`config.mk`:
```
export PLATFORM = sky130hd
export DESIGN_NAME = servo_drive_flag_words
export DESIGN_NICKNAME = d
export VERILOG_FILES = /design/src/logic/drive_flags_pkg.sv /design/src/logic/servo_drive_flag_words.sv
export SDC_FILE = /design/constraint.sdc
export NUM_CORES = 1
export LEC_CHECK = 0
export ABC_AREA = 1
export CAP_MARGIN = 20
export CORE_UTILIZATION = 45
export DETAILED_ROUTE_END_ITERATION = 10
export DONT_BUFFER_PORTS = 1
export SYNTH_ARGS = -nofsm -noshare
export SYNTH_HDL_FRONTEND = slang
export SYNTH_SLANG_ARGS = --single-unit
```
`constraint.sdc`:
```
create_clock -name pclk -period 20.1 [get_ports pclk]
set_input_delay 6.03 -clock pclk [delete_from_list [all_inputs] [get_ports pclk]]
set_output_delay 6.03 -clock pclk [all_outputs]
set_load 0.01 [all_outputs]
```
`src/logic/drive_flags_pkg.sv`:
```
// What this block does
// - Full-scale select 0 scales analogue reference by first setting, 1 by second; resets 0.
// - Reserved-ref select 1 takes the mode's reserved reference, 0 the selected source.
// - Reference freeze 1 holds the last reference; 0 lets it track the input.
// - Left or right limit forces negative or positive reference to zero on stop ramp.
// - Stop request 1 halts the motor using the limit/stop deceleration ramp.
// - At-speed is 1 when speed difference, or speed in window mode, is between thresholds.
// - Soft enable resets to 1; while 0 the power stage cannot start.
// - Low-voltage mode connects inrush circuit when disabled and delays start by 120 ms.
// - Digital-ref 0 picks analogue; else source 0 picks internal, 1 picks frequency input.
// - Frequency input format defaults to 1 for quadrature, 0 for frequency plus direction.
// - Overspeed flag is 1 when absolute speed exceeds the overspeed threshold.
// - Zero-speed flag when speed is zero; forward flag when speed is positive.
// - Healthy flag is 1 only when no alarm is active.
// - Time slot flag 1 means the external mode runs every 2 ms, else 512 us.
// - Three-bit resolution field selects 16384 down to 128 counts; default 1024.
// - Offset reset trims the analogue offset away only when it is under 200 mV.
// - Current calibration request accepted only while disabled, run at next start.
// - Alarm reset clears both alarm codes, refused for checksum alarms 10 and 11, and dropped when a global default is accepted in the same write.
// - Mode default command executes only while reserved-ref select is 0.
// - Global default needs PLC run 0, and clears alarm codes on a checksum alarm.
// - Save refused on checksum error; a failed save raises retry for reissue.
package drive_flags_pkg;

   // ----------------------------------------
   // Register map
   // ----------------------------------------
   localparam logic [7:0] OFF_CTRL = 8'h00;
   localparam logic [7:0] OFF_STAT = 8'h04;
   localparam logic [7:0] OFF_CFG  = 8'h08;
   localparam logic [7:0] OFF_CMD  = 8'h0C;
   localparam logic [7:0] OFF_OFS  = 8'h10;
   localparam logic [7:0] OFF_RES  = 8'h14;

   // ----------------------------------------
   // Field positions
   // ----------------------------------------
   localparam int FULL_SCALE_SELECT   = 0;
   localparam int RESERVED_REF_SELECT = 2;
   localparam int REF_FREEZE          = 3;
   localparam int LEFT_LIMIT          = 4;
   localparam int RIGHT_LIMIT         = 5;
   localparam int STOP_REQUEST        = 6;
   localparam int WINDOW_MODE         = 7;
   localparam int SOFT_ENABLE         = 9;
   localparam int LOW_VOLTAGE_ENABLE  = 10;
   localparam int DIGITAL_REF_SELECT  = 12;
   localparam int REF_SOURCE_SELECT   = 13;
   localparam int OVERSPEED_FLAG      = 0;
   localparam int AT_SPEED_FLAG       = 1;
   localparam int ZERO_SPEED_FLAG     = 2;
   localparam int FORWARD_FLAG        = 3;
   localparam int HEALTHY_FLAG        = 4;
   localparam int HW_ENABLE_FLAG      = 5;
   localparam int DRIVE_ENABLED_FLAG  = 12;
   localparam int EXT_MODE_SLOT_FLAG  = 15;
   localparam int EMUL_RES_LSB        = 0;
   localparam int SERIAL_REINIT_CMD   = 3;
   localparam int FREQ_INPUT_FORMAT   = 5;
   localparam int REF_OFFSET_RESET    = 1;
   localparam int EXTENDED_MENU       = 6;
   localparam int SECURITY_LOCK       = 7;
   localparam int CURRENT_CAL_REQUEST = 9;
   localparam int ALARM_RESET_CMD     = 10;
   localparam int MODE_DEFAULT_CMD    = 11;
   localparam int GLOBAL_DEFAULT_CMD  = 12;
   localparam int PLC_RUN             = 13;
   localparam int SAVE_PARAMS_CMD     = 15;
   localparam int RES_RETRY           = 0;
   localparam int RES_CAL_PENDING     = 1;
   localparam int RES_REJECTED        = 2;

   // ----------------------------------------
   // Reset values and masks
   // ----------------------------------------
   localparam logic [15:0] CTRL_RST   = 16'h0200;
   localparam logic [15:0] CTRL_MASK  = 16'h7FFF;
   localparam logic [15:0] CFG_RST    = 16'h0064;
   localparam logic [15:0] CFG_PULSE  = 16'h0008;
   localparam logic [15:0] CMD_RST    = 16'h2000;
   localparam logic [15:0] CMD_PULSE  = 16'h9E00;
   localparam logic [7:0]  ALARM_PLC_CSUM = 8'h0A;
   localparam logic [7:0]  ALARM_PAR_CSUM = 8'h0B;
   localparam logic [16:0] OFFSET_LIMIT_MV = 17'h000C8;
   localparam logic [14:0] EMUL_MAX_COUNTS = 15'h4000;

   // ----------------------------------------
   // Timing
   // ----------------------------------------
   localparam int CLK_HZ        = 100_000_000;
   localparam int INRUSH_MS     = 120;
   localparam int INRUSH_CYCLES = INRUSH_MS * (CLK_HZ / 1000);

   typedef enum logic [1:0] {PWR_OFF, PWR_INRUSH, PWR_RUN} pwr_t;

   // Values arriving from the rest of the drive.
   typedef struct packed {
      logic signed [15:0] measured_speed;
      logic signed [15:0] analog_ref;
      logic signed [15:0] internal_ref;
      logic signed [15:0] freq_ref;
      logic signed [15:0] reserved_ref;
      logic signed [15:0] full_scale_first;
      logic signed [15:0] full_scale_second;
      logic signed [15:0] overspeed_threshold;
      logic signed [15:0] high_speed_threshold;
      logic signed [15:0] low_speed_threshold;
      logic signed [15:0] analog_offset_mv;
      logic signed [15:0] offset_trim;
      logic        [7:0]  active_alarm_code;
      logic               hw_enable;
      logic               ext_mode_slow;
      logic               save_fail;
   } drive_in_t;

   // Values and command strobes sent to the rest of the drive.
   typedef struct packed {
      logic signed [15:0] speed_ref;
      logic               stop_ramp;
      logic               power_enable;
      logic               inrush_connect;
      logic               freq_quadrature;
      logic        [14:0] emul_counts;
      logic               offset_trim_load;
      logic signed [15:0] offset_trim_value;
      logic               alarm_clear;
      logic               mode_default;
      logic               global_default;
      logic               save_params;
      logic               serial_reinit;
      logic               current_cal_run;
   } drive_out_t;

endpackage : drive_flags_pkg

```
`src/logic/servo_drive_flag_words.sv`:
```
`timescale 1ns/1ps
module servo_drive_flag_words
#(
   parameter int INRUSH_CYCLES = drive_flags_pkg::INRUSH_CYCLES
)
(
   input  wire logic                       pclk,
   input  wire logic                       presetn,
   input  wire logic                       psel,
   input  wire logic                       penable,
   input  wire logic                       pwrite,
   input  wire logic [7:0]                 paddr,
   input  wire logic [31:0]                pwdata,
   output logic      [31:0]                prdata,
   output logic                            pready,
   output logic                            pslverr,
   input  wire drive_flags_pkg::drive_in_t drv_in,
   output drive_flags_pkg::drive_out_t     drv_out
);

   // ----------------------------------------
   // State
   // ----------------------------------------
   typedef struct packed {
      logic [15:0]                ctrl;
      logic [15:0]                cfg;
      logic [15:0]                cmd;
      logic [15:0]                status;
      logic [15:0]                pend_cmd;
      logic                       pend_serial;
      logic                       pend_offset;
      logic                       retry;
      logic                       cal_pending;
      logic                       rejected;
      logic signed [15:0]         ref_hold;
      drive_flags_pkg::pwr_t      pwr;
      logic [23:0]                cnt;
      logic [31:0]                prdata;
      drive_flags_pkg::drive_out_t out;
   } state_t;

   state_t state_r;
   state_t state_nxt;

   // Absolute value widened by one bit so that the most negative input fits.
   function automatic logic [16:0] abs17(input logic signed [15:0] v);
      logic signed [16:0] w;
      w = 17'(v);
      return (w < 0) ? 17'(-w) : 17'(w);
   endfunction : abs17

   // Whether an alarm code is one of the two checksum alarms.
   function automatic logic is_csum(input logic [7:0] code);
      return (code == drive_flags_pkg::ALARM_PLC_CSUM) || (code == drive_flags_pkg::ALARM_PAR_CSUM);
   endfunction : is_csum

   localparam logic [23:0] INRUSH_LAST = 24'(INRUSH_CYCLES - 1);

   // ----------------------------------------
   // Bus handshake
   // ----------------------------------------
   // Zero wait states: read data is captured in the setup cycle.
   logic wr_en;
   logic mapped;
   logic locked;
   assign pready  = 1'b1;
   assign prdata  = state_r.prdata;
   assign drv_out = state_r.out;
   assign wr_en   = psel && penable && pwrite;
   assign locked  = state_r.cmd[drive_flags_pkg::SECURITY_LOCK];
   assign mapped  = (paddr == drive_flags_pkg::OFF_CTRL) || (paddr == drive_flags_pkg::OFF_STAT) ||
                    (paddr == drive_flags_pkg::OFF_CFG)  || (paddr == drive_flags_pkg::OFF_CMD)  ||
                    (paddr == drive_flags_pkg::OFF_OFS)  || (paddr == drive_flags_pkg::OFF_RES);
   assign pslverr = psel && penable && !mapped;

   // ----------------------------------------
   // Next-state logic
   // ----------------------------------------
   // Reference path, status flags, command evaluation, power sequencing and bus access.
   always_comb
   begin
      logic signed [15:0] main_ref;
      logic signed [15:0] live_ref;
      logic signed [15:0] ref_now;
      logic signed [31:0] scaled;
      logic signed [15:0] fs;
      logic signed [16:0] diff;
      logic signed [16:0] win_q;
      logic               csum;
      logic               start_ok;
      logic               any_cmd;
      logic               rej;
      main_ref  = 16'sh0000;
      live_ref  = 16'sh0000;
      ref_now   = 16'sh0000;
      scaled    = 32'sh00000000;
      fs        = 16'sh0000;
      diff      = 17'sh00000;
      win_q     = 17'sh00000;
      csum      = is_csum(drv_in.active_alarm_code);
      start_ok  = 1'b0;
      any_cmd   = 1'b0;
      rej       = 1'b0;
      state_nxt = state_r;

      // Strobes last exactly one cycle.
      state_nxt.out.offset_trim_load = 1'b0;
      state_nxt.out.alarm_clear      = 1'b0;
      state_nxt.out.mode_default     = 1'b0;
      state_nxt.out.global_default   = 1'b0;
      state_nxt.out.save_params      = 1'b0;
      state_nxt.out.serial_reinit    = 1'b0;
      state_nxt.out.current_cal_run  = 1'b0;

      // Analogue reference is a Q15 fraction of the selected full scale.
      fs = state_r.ctrl[drive_flags_pkg::FULL_SCALE_SELECT] ? drv_in.full_scale_second
                                                             : drv_in.full_scale_first;
      scaled = drv_in.analog_ref * fs;
      if (state_r.ctrl[drive_flags_pkg::DIGITAL_REF_SELECT])
      begin
         main_ref = state_r.ctrl[drive_flags_pkg::REF_SOURCE_SELECT] ? drv_in.freq_ref
                                                                     : drv_in.internal_ref;
      end
      else
      begin
         main_ref = scaled[30:15];
      end
      live_ref = state_r.ctrl[drive_flags_pkg::RESERVED_REF_SELECT] ? drv_in.reserved_ref
                                                                     : main_ref;

      // A frozen reference keeps the value captured while it still tracked.
      ref_now = state_r.ctrl[drive_flags_pkg::REF_FREEZE] ? state_r.ref_hold : live_ref;
      state_nxt.ref_hold = ref_now;

      // The ramp generator downstream applies the limit/stop rate while stop_ramp is high.
      if (state_r.ctrl[drive_flags_pkg::STOP_REQUEST] ||
          (state_r.ctrl[drive_flags_pkg::LEFT_LIMIT] && (ref_now < 0)) ||
          (state_r.ctrl[drive_flags_pkg::RIGHT_LIMIT] && (ref_now > 0)))
      begin
         state_nxt.out.speed_ref = 16'sh0000;
         state_nxt.out.stop_ramp = 1'b1;
      end
      else
      begin
         state_nxt.out.speed_ref = ref_now;
         state_nxt.out.stop_ramp = 1'b0;
      end

      // Status flags, sampled every cycle.
      diff  = 17'(drv_in.measured_speed) - 17'(ref_now);
      win_q = state_r.ctrl[drive_flags_pkg::WINDOW_MODE] ? 17'(drv_in.measured_speed) : diff;
      state_nxt.status = 16'h0000;
      state_nxt.status[drive_flags_pkg::OVERSPEED_FLAG] =
         abs17(drv_in.measured_speed) > abs17(drv_in.overspeed_threshold);
      state_nxt.status[drive_flags_pkg::AT_SPEED_FLAG] =
         (win_q < 17'(drv_in.high_speed_threshold)) && (win_q > 17'(drv_in.low_speed_threshold));
      state_nxt.status[drive_flags_pkg::ZERO_SPEED_FLAG] = drv_in.measured_speed == 0;
      state_nxt.status[drive_flags_pkg::FORWARD_FLAG]    = drv_in.measured_speed > 0;
      state_nxt.status[drive_flags_pkg::HEALTHY_FLAG]    = drv_in.active_alarm_code == 8'h00;
      state_nxt.status[drive_flags_pkg::HW_ENABLE_FLAG]  = drv_in.hw_enable;
      state_nxt.status[drive_flags_pkg::DRIVE_ENABLED_FLAG] = state_r.pwr == drive_flags_pkg::PWR_RUN;
      state_nxt.status[drive_flags_pkg::EXT_MODE_SLOT_FLAG] = drv_in.ext_mode_slow;

      // Configuration outputs.
      state_nxt.out.freq_quadrature = state_r.cfg[drive_flags_pkg::FREQ_INPUT_FORMAT];
      state_nxt.out.emul_counts =
         drive_flags_pkg::EMUL_MAX_COUNTS >> state_r.cfg[drive_flags_pkg::EMUL_RES_LSB +: 3];

      // Pending commands are judged one cycle after the write and then dropped.
      state_nxt.pend_cmd    = 16'h0000;
      state_nxt.pend_serial = 1'b0;
      state_nxt.pend_offset = 1'b0;
      if (state_r.pend_cmd[drive_flags_pkg::CURRENT_CAL_REQUEST])
      begin
         any_cmd = 1'b1;
         if (state_r.pwr == drive_flags_pkg::PWR_OFF)
            state_nxt.cal_pending = 1'b1;
         else
            rej = 1'b1;
      end
      if (state_r.pend_cmd[drive_flags_pkg::ALARM_RESET_CMD])
      begin
         any_cmd = 1'b1;
         if (!csum)
            state_nxt.out.alarm_clear = 1'b1;
         else
            rej = 1'b1;
      end
      if (state_r.pend_cmd[drive_flags_pkg::MODE_DEFAULT_CMD])
      begin
         any_cmd = 1'b1;
         if (!state_r.ctrl[drive_flags_pkg::RESERVED_REF_SELECT])
            state_nxt.out.mode_default = 1'b1;
         else
            rej = 1'b1;
      end
      if (state_r.pend_cmd[drive_flags_pkg::GLOBAL_DEFAULT_CMD])
      begin
         any_cmd = 1'b1;
         if (!state_r.cmd[drive_flags_pkg::PLC_RUN])
         begin
            state_nxt.out.global_default = 1'b1;
            state_nxt.out.alarm_clear    = csum;
         end
         else
            rej = 1'b1;
      end
      if (state_r.pend_cmd[drive_flags_pkg::SAVE_PARAMS_CMD])
      begin
         any_cmd = 1'b1;
         if (!csum)
         begin
            state_nxt.out.save_params = 1'b1;
            state_nxt.retry           = 1'b0;
         end
         else
            rej = 1'b1;
      end
      if (state_r.pend_serial)
      begin
         any_cmd = 1'b1;
         state_nxt.out.serial_reinit = 1'b1;
      end
      if (state_r.pend_offset)
      begin
         any_cmd = 1'b1;
         if (abs17(drv_in.analog_offset_mv) < drive_flags_pkg::OFFSET_LIMIT_MV)
         begin
            state_nxt.out.offset_trim_load  = 1'b1;
            state_nxt.out.offset_trim_value = drv_in.offset_trim - drv_in.analog_offset_mv;
         end
         else
            rej = 1'b1;
      end
      if (any_cmd)
         state_nxt.rejected = rej;
      // A failure report wins over the clear of an accepted save.
      if (drv_in.save_fail)
         state_nxt.retry = 1'b1;

      // Power stage sequencing.
      start_ok = drv_in.hw_enable && state_r.ctrl[drive_flags_pkg::SOFT_ENABLE] &&
                 (drv_in.active_alarm_code == 8'h00);
      case (state_r.pwr)
         drive_flags_pkg::PWR_OFF:
         begin
            state_nxt.cnt = 24'h000000;
            if (start_ok)
               state_nxt.pwr = state_r.ctrl[drive_flags_pkg::LOW_VOLTAGE_ENABLE] ? drive_flags_pkg::PWR_INRUSH
                                                                                 : drive_flags_pkg::PWR_RUN;
         end
         drive_flags_pkg::PWR_INRUSH:
         begin
            if (!start_ok)
               state_nxt.pwr = drive_flags_pkg::PWR_OFF;
            else if (state_r.cnt == INRUSH_LAST)
               state_nxt.pwr = drive_flags_pkg::PWR_RUN;
            else
               state_nxt.cnt = state_r.cnt + 24'h000001;
         end
         drive_flags_pkg::PWR_RUN:
         begin
            if (!start_ok)
               state_nxt.pwr = drive_flags_pkg::PWR_OFF;
         end
         default:
         begin
            state_nxt.pwr = drive_flags_pkg::PWR_OFF;
         end
      endcase
      // The calibration waits for the next entry into run.
      if ((state_nxt.pwr == drive_flags_pkg::PWR_RUN) && (state_r.pwr != drive_flags_pkg::PWR_RUN) &&
          state_r.cal_pending)
      begin
         state_nxt.out.current_cal_run = 1'b1;
         state_nxt.cal_pending         = 1'b0;
      end
      state_nxt.out.power_enable   = state_nxt.pwr == drive_flags_pkg::PWR_RUN;
      state_nxt.out.inrush_connect = state_r.ctrl[drive_flags_pkg::LOW_VOLTAGE_ENABLE] &&
                                     (state_nxt.pwr != drive_flags_pkg::PWR_RUN);

      // Read data is latched in the setup cycle so it is stable in the access cycle.
      if (psel && !penable && !pwrite)
      begin
         case (paddr)
            drive_flags_pkg::OFF_CTRL: state_nxt.prdata = {16'h0000, state_r.ctrl};
            drive_flags_pkg::OFF_STAT: state_nxt.prdata = {16'h0000, state_r.status};
            drive_flags_pkg::OFF_CFG:  state_nxt.prdata = {16'h0000, state_r.cfg};
            drive_flags_pkg::OFF_CMD:  state_nxt.prdata = {16'h0000, state_r.cmd};
            drive_flags_pkg::OFF_RES:  state_nxt.prdata = {29'h00000000, state_r.rejected,
                                                           state_r.cal_pending, state_r.retry};
            default:                   state_nxt.prdata = 32'h00000000;
         endcase
      end

      // Writes; a locked bank still lets software clear the lock itself.
      if (wr_en)
      begin
         case (paddr)
            drive_flags_pkg::OFF_CTRL:
            begin
               if (!locked)
                  state_nxt.ctrl = pwdata[15:0] & drive_flags_pkg::CTRL_MASK;
            end
            drive_flags_pkg::OFF_CFG:
            begin
               if (!locked)
               begin
                  state_nxt.cfg = pwdata[15:0] & ~drive_flags_pkg::CFG_PULSE;
                  state_nxt.pend_serial = pwdata[drive_flags_pkg::SERIAL_REINIT_CMD] &&
                                          state_r.cmd[drive_flags_pkg::EXTENDED_MENU];
               end
            end
            drive_flags_pkg::OFF_CMD:
            begin
               state_nxt.cmd = pwdata[15:0] & ~drive_flags_pkg::CMD_PULSE;
               if (!locked)
                  state_nxt.pend_cmd = pwdata[15:0] & drive_flags_pkg::CMD_PULSE;
            end
            drive_flags_pkg::OFF_OFS:
            begin
               state_nxt.pend_offset = pwdata[drive_flags_pkg::REF_OFFSET_RESET] && !locked &&
                                       state_r.cmd[drive_flags_pkg::EXTENDED_MENU];
            end
            default:
            begin
               state_nxt.pend_offset = 1'b0;
            end
         endcase
      end
   end

   // ----------------------------------------
   // State register
   // ----------------------------------------
   // Every field takes a constant under reset.
   always_ff @(posedge pclk or negedge presetn)
   begin
      if (!presetn)
      begin
         state_r      <= '0;
         state_r.ctrl <= drive_flags_pkg::CTRL_RST;
         state_r.cfg  <= drive_flags_pkg::CFG_RST;
         state_r.cmd  <= drive_flags_pkg::CMD_RST;
         state_r.pwr  <= drive_flags_pkg::PWR_OFF;
         state_r.out.freq_quadrature <= 1'b1;
         state_r.out.emul_counts     <= drive_flags_pkg::EMUL_MAX_COUNTS >> 4;
      end
      else
      begin
         state_r <= state_nxt;
      end
   end

endmodule : servo_drive_flag_words

```
# Word-level counts from Yosys, hierarchy flattened

Cells that the tools add are included.

Add/subtract/negate cells: 6
Multipliers: 1
Order comparisons: 10
Equal/unequal tests: 16
Shifts and indexed selects: 1
Muxes and demuxes: 64
Bitwise operators: 1
Reduce and logical (&&, ||, !) cells: 43

Operator list:

| kind                  | number |
|---|---|
| $mux 17               | 7 |
| $mux 16               | 7 |
| $pmux 16 s5           | 1 |
| $lt 16x1->1 const B   | 4 |
| $neg 16->17           | 3 |
| $mux 24               | 2 |
| $pmux 24 s2           | 1 |
| $mux 1                | 39 |
| $eq 8x4->1 const B    | 4 |
| $gt 16x1->1 const B   | 2 |
| $logic_not 32->1      | 1 |
| $mul 16x16->31        | 1 |
| $add 24x1->24 const B | 1 |
| $eq 24x24->1 const B  | 1 |
| $mux 18               | 1 |
| $gt 17x16->1          | 1 |
| $gt 17x17->1          | 1 |
| $lt 17x16->1          | 1 |
| $lt 17x8->1 const B   | 1 |
| $sub 16x16->17        | 1 |
| $eq 8x5->1 const B    | 2 |
| $logic_and 1x1->1     | 16 |
| $logic_not 8->1       | 2 |
| $sub 16x16->16        | 1 |
| other kinds (14)      | 41 |

Bits in registers: 202
Bits of input ports: 248
Output and inout bits: 92
Logic and storage cells: 170

# Depth between registers and ports, before layout

Gate-level depths: netlist of run 1.

Word-level depth: 13
Mapped depth: 59
Depth with buffers taken out: 58

# Least setup slack after synthesis of run 1

No wires, ideal clock.

Path type: in2reg
Start: in drv_in[97] (netlist bit)
End: reg state_r[154] (netlist bit)
Library setup time: 0.123 ns
Arrival: 14.474 ns
Required time: 19.977 ns
Slack: 5.503 ns
Stages on the path: 54
Path buffers: 1
Cells stage by stage: or2_2 -> o21ai_0 -> clkbuf_1 -> nor2_1 -> fa_1 -> inv_1 -> fa_1 -> fa_1 -> inv_1 -> fa_1 -> fa_1 -> inv_1 -> fa_1 -> inv_1 -> ha_1 -> nand2_1 -> inv_1 -> nand2_1 -> (+18 left out) -> a21oi_1 -> nor2_1 -> o21ai_0 -> nand2_1 -> nand2_1 -> nand2_1 -> nand2_1 -> nand2_1 -> nor2_1 -> o21ai_0 -> ha_1 -> nand2_1 -> nor2_1 -> a211oi_1 -> nand2_1 -> a211oi_1 -> o21ai_0 -> nor3b_1

RTL lines:

| what                   | RTL line                      | source |
|---|---|---|
| start: declaration     | servo_drive_flag_words.sv:17  | `input wire drive_flags_pkg::drive_in_t drv_in,` |
| end signal: assignment | servo_drive_flag_words.sv:351 | `state_r <= state_nxt;` |
| end: declaration       | servo_drive_flag_words.sv:42  | `state_t state_r;` |

==> results of run 1 <==
==> cells by family (layout without fill, tap and decap cells) <==
logic type,after synthesis,after routing
AO/OA/AOI/OAI,360,360
XOR/XNOR,47,47
adder cells (fa/ha/maj),417,417
buffers and inverters,765,653
flip-flops,168,168
multiplexers,1,1
other,2,27
AND/OR/NAND/NOR,1117,1117
==> per-stage QoR <==
step           hold slack (ns)  instances  setup slack [ns]
6_report                 0.382       3405              4.12
5_1_grt                  0.391       3404              3.31
4_1_cts                  0.384       3404              4.24
3_5_place_dp             0.372       3372              3.83
3_3_place_gp             0.370       3372              4.04
2_1_floorplan            0.355       2901              5.50
==> layout make-up <==
cell class	count	area share, %
antenna	1	0.0112
clock buffer	17	1.90
clock inverter	15	0.710
inverter	612	10.3
multi-input combinational	1968	64.6
sequential	168	18.8
tap	615	3.44
timing repair buffer	9	0.302
==> path summary, 6_finish.rpt <==
path                                from           end  slack [ns]  cells past startpoint
setup / recovery             drv_in[114]  state_r[154]        4.12                     53
hold / removal             state_nxt[38]   drv_out[38]        0.38                      0
setup reg to reg            state_r[201]  state_r[154]        8.39                     54
hold reg to reg            state_nxt[38]   drv_out[38]        0.38                      0
max in group asynchronous        presetn   drv_out[14]       14.46                      0
min in group asynchronous        presetn   drv_out[32]        5.26                      0
==> per-layer routing <==
metal / GRT usage [%] / wire length (um) / vias to the layer above
li1: - / - / 8503
met1: 33.5 / 25900 / 8602
met2: 43.5 / 29600 / 543
met3: 5.42 / 4350 / 69
met4: 6.29 / 1190 / 6
met5: 0 / 30 / -
==> worst max-delay path: cells and delay by family <==
kind            cells  cell delay, ns
fa+ha+maj           9            4.25
buf+inv             8            0.90
simple gates       23            2.84
compound gates     13            2.25
==> state kept, by name, indices dropped and copies added (netlist names) <==
signal and cells:
locked 1, drv_out 51, state_r 99, prdata 16, state_nxt 1
==> layout by cell type (no fill, tap or decap), types with 5 or more instances in the layout <==
cell type,count
inv_1,595
o21bai_1,11
clkbuf_16,17
xor2_1,31
nand2_1,575
xnor2_1,16
nand2_2,15
nor3_1,55
fa_1,257
or2_2,24
a211oi_1,6
o31ai_1,5
inv_8,5
dfstp_2,7
o21ai_1,9
nor4_1,16
clkinv_1,11
a221oi_1,8
o21ai_0,139
nand2_4,8
a21oi_1,136
buf_4,9
nand3_1,73
nor2_4,11
conb_1,26
inv_2,6
dfrtp_1,161
ha_1,160
nor2_1,307
nand4_1,14
a31oi_1,6
==> run summary, run 1 <==
Post-CTS Setup Inserts: 0
DIE HEIGHT: 222 um
Synth cell count leaders: inv_1, nand2_1, nor2_1
Synthesized flop and latch total: 168
Share of the synthesized area in the top cell type: 23.6%
FFs w/ async S/R, synth: 100%
Die ar.: 0.0494 sq mm
Final Slew Violations: 0
Seq. cell area: 0.00421 sq mm
Clock Skews: 0.00919 ns
Top-count cell post-synth: inv_1
CORE AREA: 0.0477 sq mm
Ports: 340
CTS tree: yes
Area leader, netlist: fa_1
CP arrival: 16.29 ns
Compound-cell area share of the yosys netlist: 9.38%
CTS root buf: clkbuf_16
Placed cell areas: 0.0218 sq mm
XOR/XNOR Fraction of Synth Area: 1.89%
Fmax: 0.0626 GHz
Post_cts resized: 0
Dpl hpwl: 51,800 um
Main synth FF type: dfrtp_1
Initial Util: 45.7%
Tmin final: 15.98 ns
Nets@finish: 3,441
Overall Global Routing Usage: 25.7%
Total negative setup slack: 0 ns
CP required: 20.41 ns
H-tree levels: 4
Relative slew slack: 33.5%
# Max-Cap Violations: 0
# setup viols final: 0
Synth Cell Area: 0.0218 sq mm
Post-Route WL: 61,100 um
Vias in the first global route: 17,994
CP Max Fanout: 12
Routed WL per cell: 17.9 um
Cells after Synth: 2,877
# port buffers: 0
Wire length of the first global-routing pass: 99,100 um
Vias: 17,723
# rows: 80
Horiz. Die Dim: 222 um
Crit path top cell by count: nand2_1
Register area share after synthesis: 19.3%
Crit path capture type: flop
Min-delay worst type: flop to flop
Top post-synthesis cells by area: fa_1, dfrtp_1, inv_1
Total grt overflow: 0
CTS Buffer Depth: 2
Final Cell Area: 0.0224 sq mm
Largest stage delay, worst path: 0.61 ns
Final Hold Fails: 0
Synth cell types: 69
Drt first pass iters: 8
Status: complete, no violations
Post-synthesis adder-cell area fraction: 32.8%
Footprint of the multi-input gates: 0.0145 sq mm
Num CTS Buffers: 17
Largest family of logic cells by synthesized area: adder cells
Initial antenna violation count: 3
Post-layout util: 46.9%
Worst-Skew Late Latency: 0.45 ns
RSZ-0062 raised after global routing: false
Sinks on Clock Net: 168
Vias/cell: 5.20
Synth-to-Final Area Change: 2.63%
Largest net degree at the start of global routing: 169
Routed Antenna Nets: 0
Area share of and/or/nand/nor cells after synthesis: 21.7%
Syn avg cell area: 7.58 sq um
Synthesis warning total: 0
DRT iter0 DRCs: 1,071
CP Launch Type: input port
Number of synthesized flops with an enable pin: 0
Share of cells above drive strength 1: 4.63%
Worst-Margin Slew: 0.990 ns
Mux contribution to synthesized area: 0.0459%
Fillers: 4,799
RD Place Congestion: 0.946
Final period util: 79.5%
Setup CP Type: input port to flop
Clk slew on worst S/H paths: 0.07 ns
DRC violations left: 0
Crit path max-delay cell type: fa_1
CTS Hold Bufs: 0
Power of run 1 is not shown: default switching activity piles up to over one toggle a cycle in this logic, so the estimate is an artifact.
==> inputs of run 2 (changes only) <==
--- a/config.mk
+++ b/config.mk
@@ -5,7 +5,7 @@
 export SDC_FILE = /design/constraint.sdc
 export NUM_CORES = 1
 export LEC_CHECK = 0
-export ABC_AREA = 1
+export ABC_AREA = 0
 export CAP_MARGIN = 20
 export CORE_UTILIZATION = 45
 export DETAILED_ROUTE_END_ITERATION = 10
==> constraint.sdc (replaced) <==
create_clock -name pclk -period 16.1 [get_ports pclk]
set_input_delay 4.83 -clock pclk [delete_from_list [all_inputs] [get_ports pclk]]
set_output_delay 4.83 -clock pclk [all_outputs]
set_load 0.01 [all_outputs]
==> run summary, run 2 <==
Synth-to-Final Area Change: 2.53% (about the same)
CP Launch Type: input port
Final Hold Fails: 0 (unchanged)
Vias/cell: 5.46 (+4.8%)
Clock Skews: 0.00973 ns (+0.000545 ns)
Post-Layout Cell Count: 2,849 (-16%)
Vias: 15,546 (-12%)
CORE AREA: 0.0468 sq mm (-2.1%)
Initial Util: 45.9% (+0.20 points)
Wire length of the first global-routing pass: 87,700 um (-12%)
Relative slew slack: 33.3% (-0.16 points)
Worst-Skew Late Latency: 0.46 ns (about the same)
Total grt overflow: 0 (unchanged)
DRT iter0 DRCs: 828 (-23%)
# port buffers: 0 (unchanged)
Final Slew Violations: 0 (unchanged)
Routed WL per cell: 19.1 um (+6.3%)
# Max-Cap Violations: 0 (unchanged)
DIE HEIGHT: 220 um (-0.81%)
Post-Route WL: 54,300 um (-11%)
Die ar.: 0.0486 sq mm (-1.6%)
Horiz. Die Dim: 220 um (-0.81%)
Vias in the first global route: 16,192 (-10%)
Area leader, netlist: fa_1
Synthesized flop and latch total: 168 (unchanged)
Sinks on Clock Net: 168 (unchanged)
CTS Buffer Depth: 2 (unchanged)
Fmax: 0.0694 GHz
Min-delay worst type: flop to flop
Largest stage delay, worst path: 0.57 ns (-0.04 ns)
RSZ-0062 raised after global routing: false
Clk slew on worst S/H paths: 0.07 ns (about the same)
Routed Antenna Nets: 0 (unchanged)
CTS root buf: clkbuf_16
Overall Global Routing Usage: 23.4% (-2.4 points)
Dpl hpwl: 44,000 um (-15%)
Failing checks: design-rule violations
Footprint of the multi-input gates: 0.0149 sq mm (+3.1%)
Share of cells above drive strength 1: 7.72% (+3.1 points)
Top-count cell post-synth: inv_1
Top reg by flops: state_r
CP bufs+invs: 5 (-3)
Top post-synthesis cells by area: fa_1, dfrtp_1, ha_1
CP arrival: 14.73 ns (-1.56 ns)
Reg2reg start: state_r[201]
CP required: 16.43 ns (-3.98 ns)
Worst-Margin Slew: 0.998 ns (+0.00816 ns)
Number of synthesized flops with an enable pin: 0 (unchanged)
Reg2Reg Setup Slack: 5.19 ns (-3.20 ns)
Total negative setup slack: 0 ns (unchanged)
# rows: 79 (-1.3%)
Synth cell count leaders: inv_1, fa_1, nand2_1
CTS tree: yes
# setup viols final: 0 (unchanged)
Most frequent cells in the layout: inv_1, fa_1, nand2_1
Setup CP Type: input port to flop
Max reg flops: 99 (unchanged)
Num CTS Buffers: 17 (unchanged)
RD Place Congestion: 0.882 (-6.8%)
Largest net degree at the start of global routing: 169 (unchanged)
Synth cell types: 96 (+39%)
# diodes: 0 (-1)
Fillers: 4,483 (-6.6%)
CP endpoint: state_r[154]
Worst setup path startpoint: drv_in[103]
Synth Cell Area: 0.0215 sq mm (-1.6%)
Post_cts resized: 0 (unchanged)
Ports: 340 (unchanged)
H-tree levels: 4 (unchanged)
CP Max Fanout: 16 (+4)
Initial antenna violation count: 0 (-3)
Commonest non-fill, non-tap cell in the layout: inv_1
CTS Hold Bufs: 0 (unchanged)
Syn avg cell area: 9.18 sq um (+21%)
Register area share after synthesis: 19.6% (+0.32 points)
Seq. cell area: 0.00421 sq mm (unchanged)
Main synth FF type: dfrtp_1
Reg2reg path depth: 38 (-30%)
Crit path depth: 37 (-30%)
Share of the synthesized area in the top cell type: 24.0% (+0.39 points)
Critical path's top delay family: adder cells
R2R Path End: state_r[154]
DRC violations left: 11 (+11)
Crit path capture type: flop
Nets@finish: 2,894 (-16%)
Synthesis warning total: 0 (unchanged)
Status: complete, but fails checks
Post-CTS Setup Inserts: 0 (unchanged)
Tmin final: 14.40 ns
Placed cells: 2,817 (-16%)
Cells after Synth: 2,339 (-19%)
Drt first pass iters: 8 (unchanged)
FFs w/ async S/R, synth: 100% (unchanged)
Crit path top cell by count: fa_1
Final period util: 89.4%
Crit path max-delay cell type: fa_1
==> run 2: cell types whose count changed in the layout (fill, tap and decap cells not counted), moves of 67 or more <==
cell / previous run / this run
nand2_1: 575 / 236
inv_1: 595 / 383
nor2_1: 307 / 108
a21oi_1: 136 / 56
and2_1: 0 / 72
nor2b_1: 0 / 69
mux2_2: 0 / 68
o21ai_0: 139 / 72
==> run 2: stage by stage <==
step	util, %	setup WS, ns	hold slack, ns	instance area [sq um]
floorplan	-	2.03	0.346	21600
global placement	45.9	1.31	0.364	21400
CTS	47.1	1.71	0.381	22000
finish	47.1	1.70	0.382	22000
detailed placement	45.9	1.25	0.368	21400
global route	47.1	1.08	0.386	22000
==> run 2: cell families after synthesis <==
family          after synthesis  share of synthesized area (%)
compound gates              324                           10.6
xor+xnor                     83                           3.58
fa+ha+maj                   419                           33.4
buf+inv                     551                           11.3
flops                       168                           19.6
mux                          95                           5.04
other cells                   2                         0.0350
simple gates                697                           16.4
==> run 2: cell type report <==
cell class	count	share of cell area, %
Inverter	383	6.53
Multi-Input combinational cell	1644	67.8
Sequential cell	168	19.1
Timing Repair Buffer	15	0.512
Clock inverter	14	0.591
Clock buffer	18	2.00
Tap cell	607	3.45
==> run 2: how the worst min path moves through the flow <==
stage | start | end | slack [ns] | cells after the start
floorplan | state_r[136] | drv_out[1] | 0.35 | 0
global placement | state_nxt[38] | drv_out[38] | 0.36 | 0
detailed placement | state_nxt[38] | drv_out[38] | 0.37 | 0
CTS | state_nxt[38] | drv_out[38] | 0.38 | 0
global route | state_nxt[38] | drv_out[38] | 0.39 | 0
finish | state_nxt[38] | drv_out[38] | 0.38 | 0
==> run 2: metal layers <==
metal	global-route usage, %	vias to the layer above	wire length [um]
li1	-	7277	-
met1	30.9	7780	23600
met3	4.66	70	3300
met5	0	-	0
met4	6.87	0	1120
met2	38.6	419	26300
Power of run 2 is left out for the same reason.
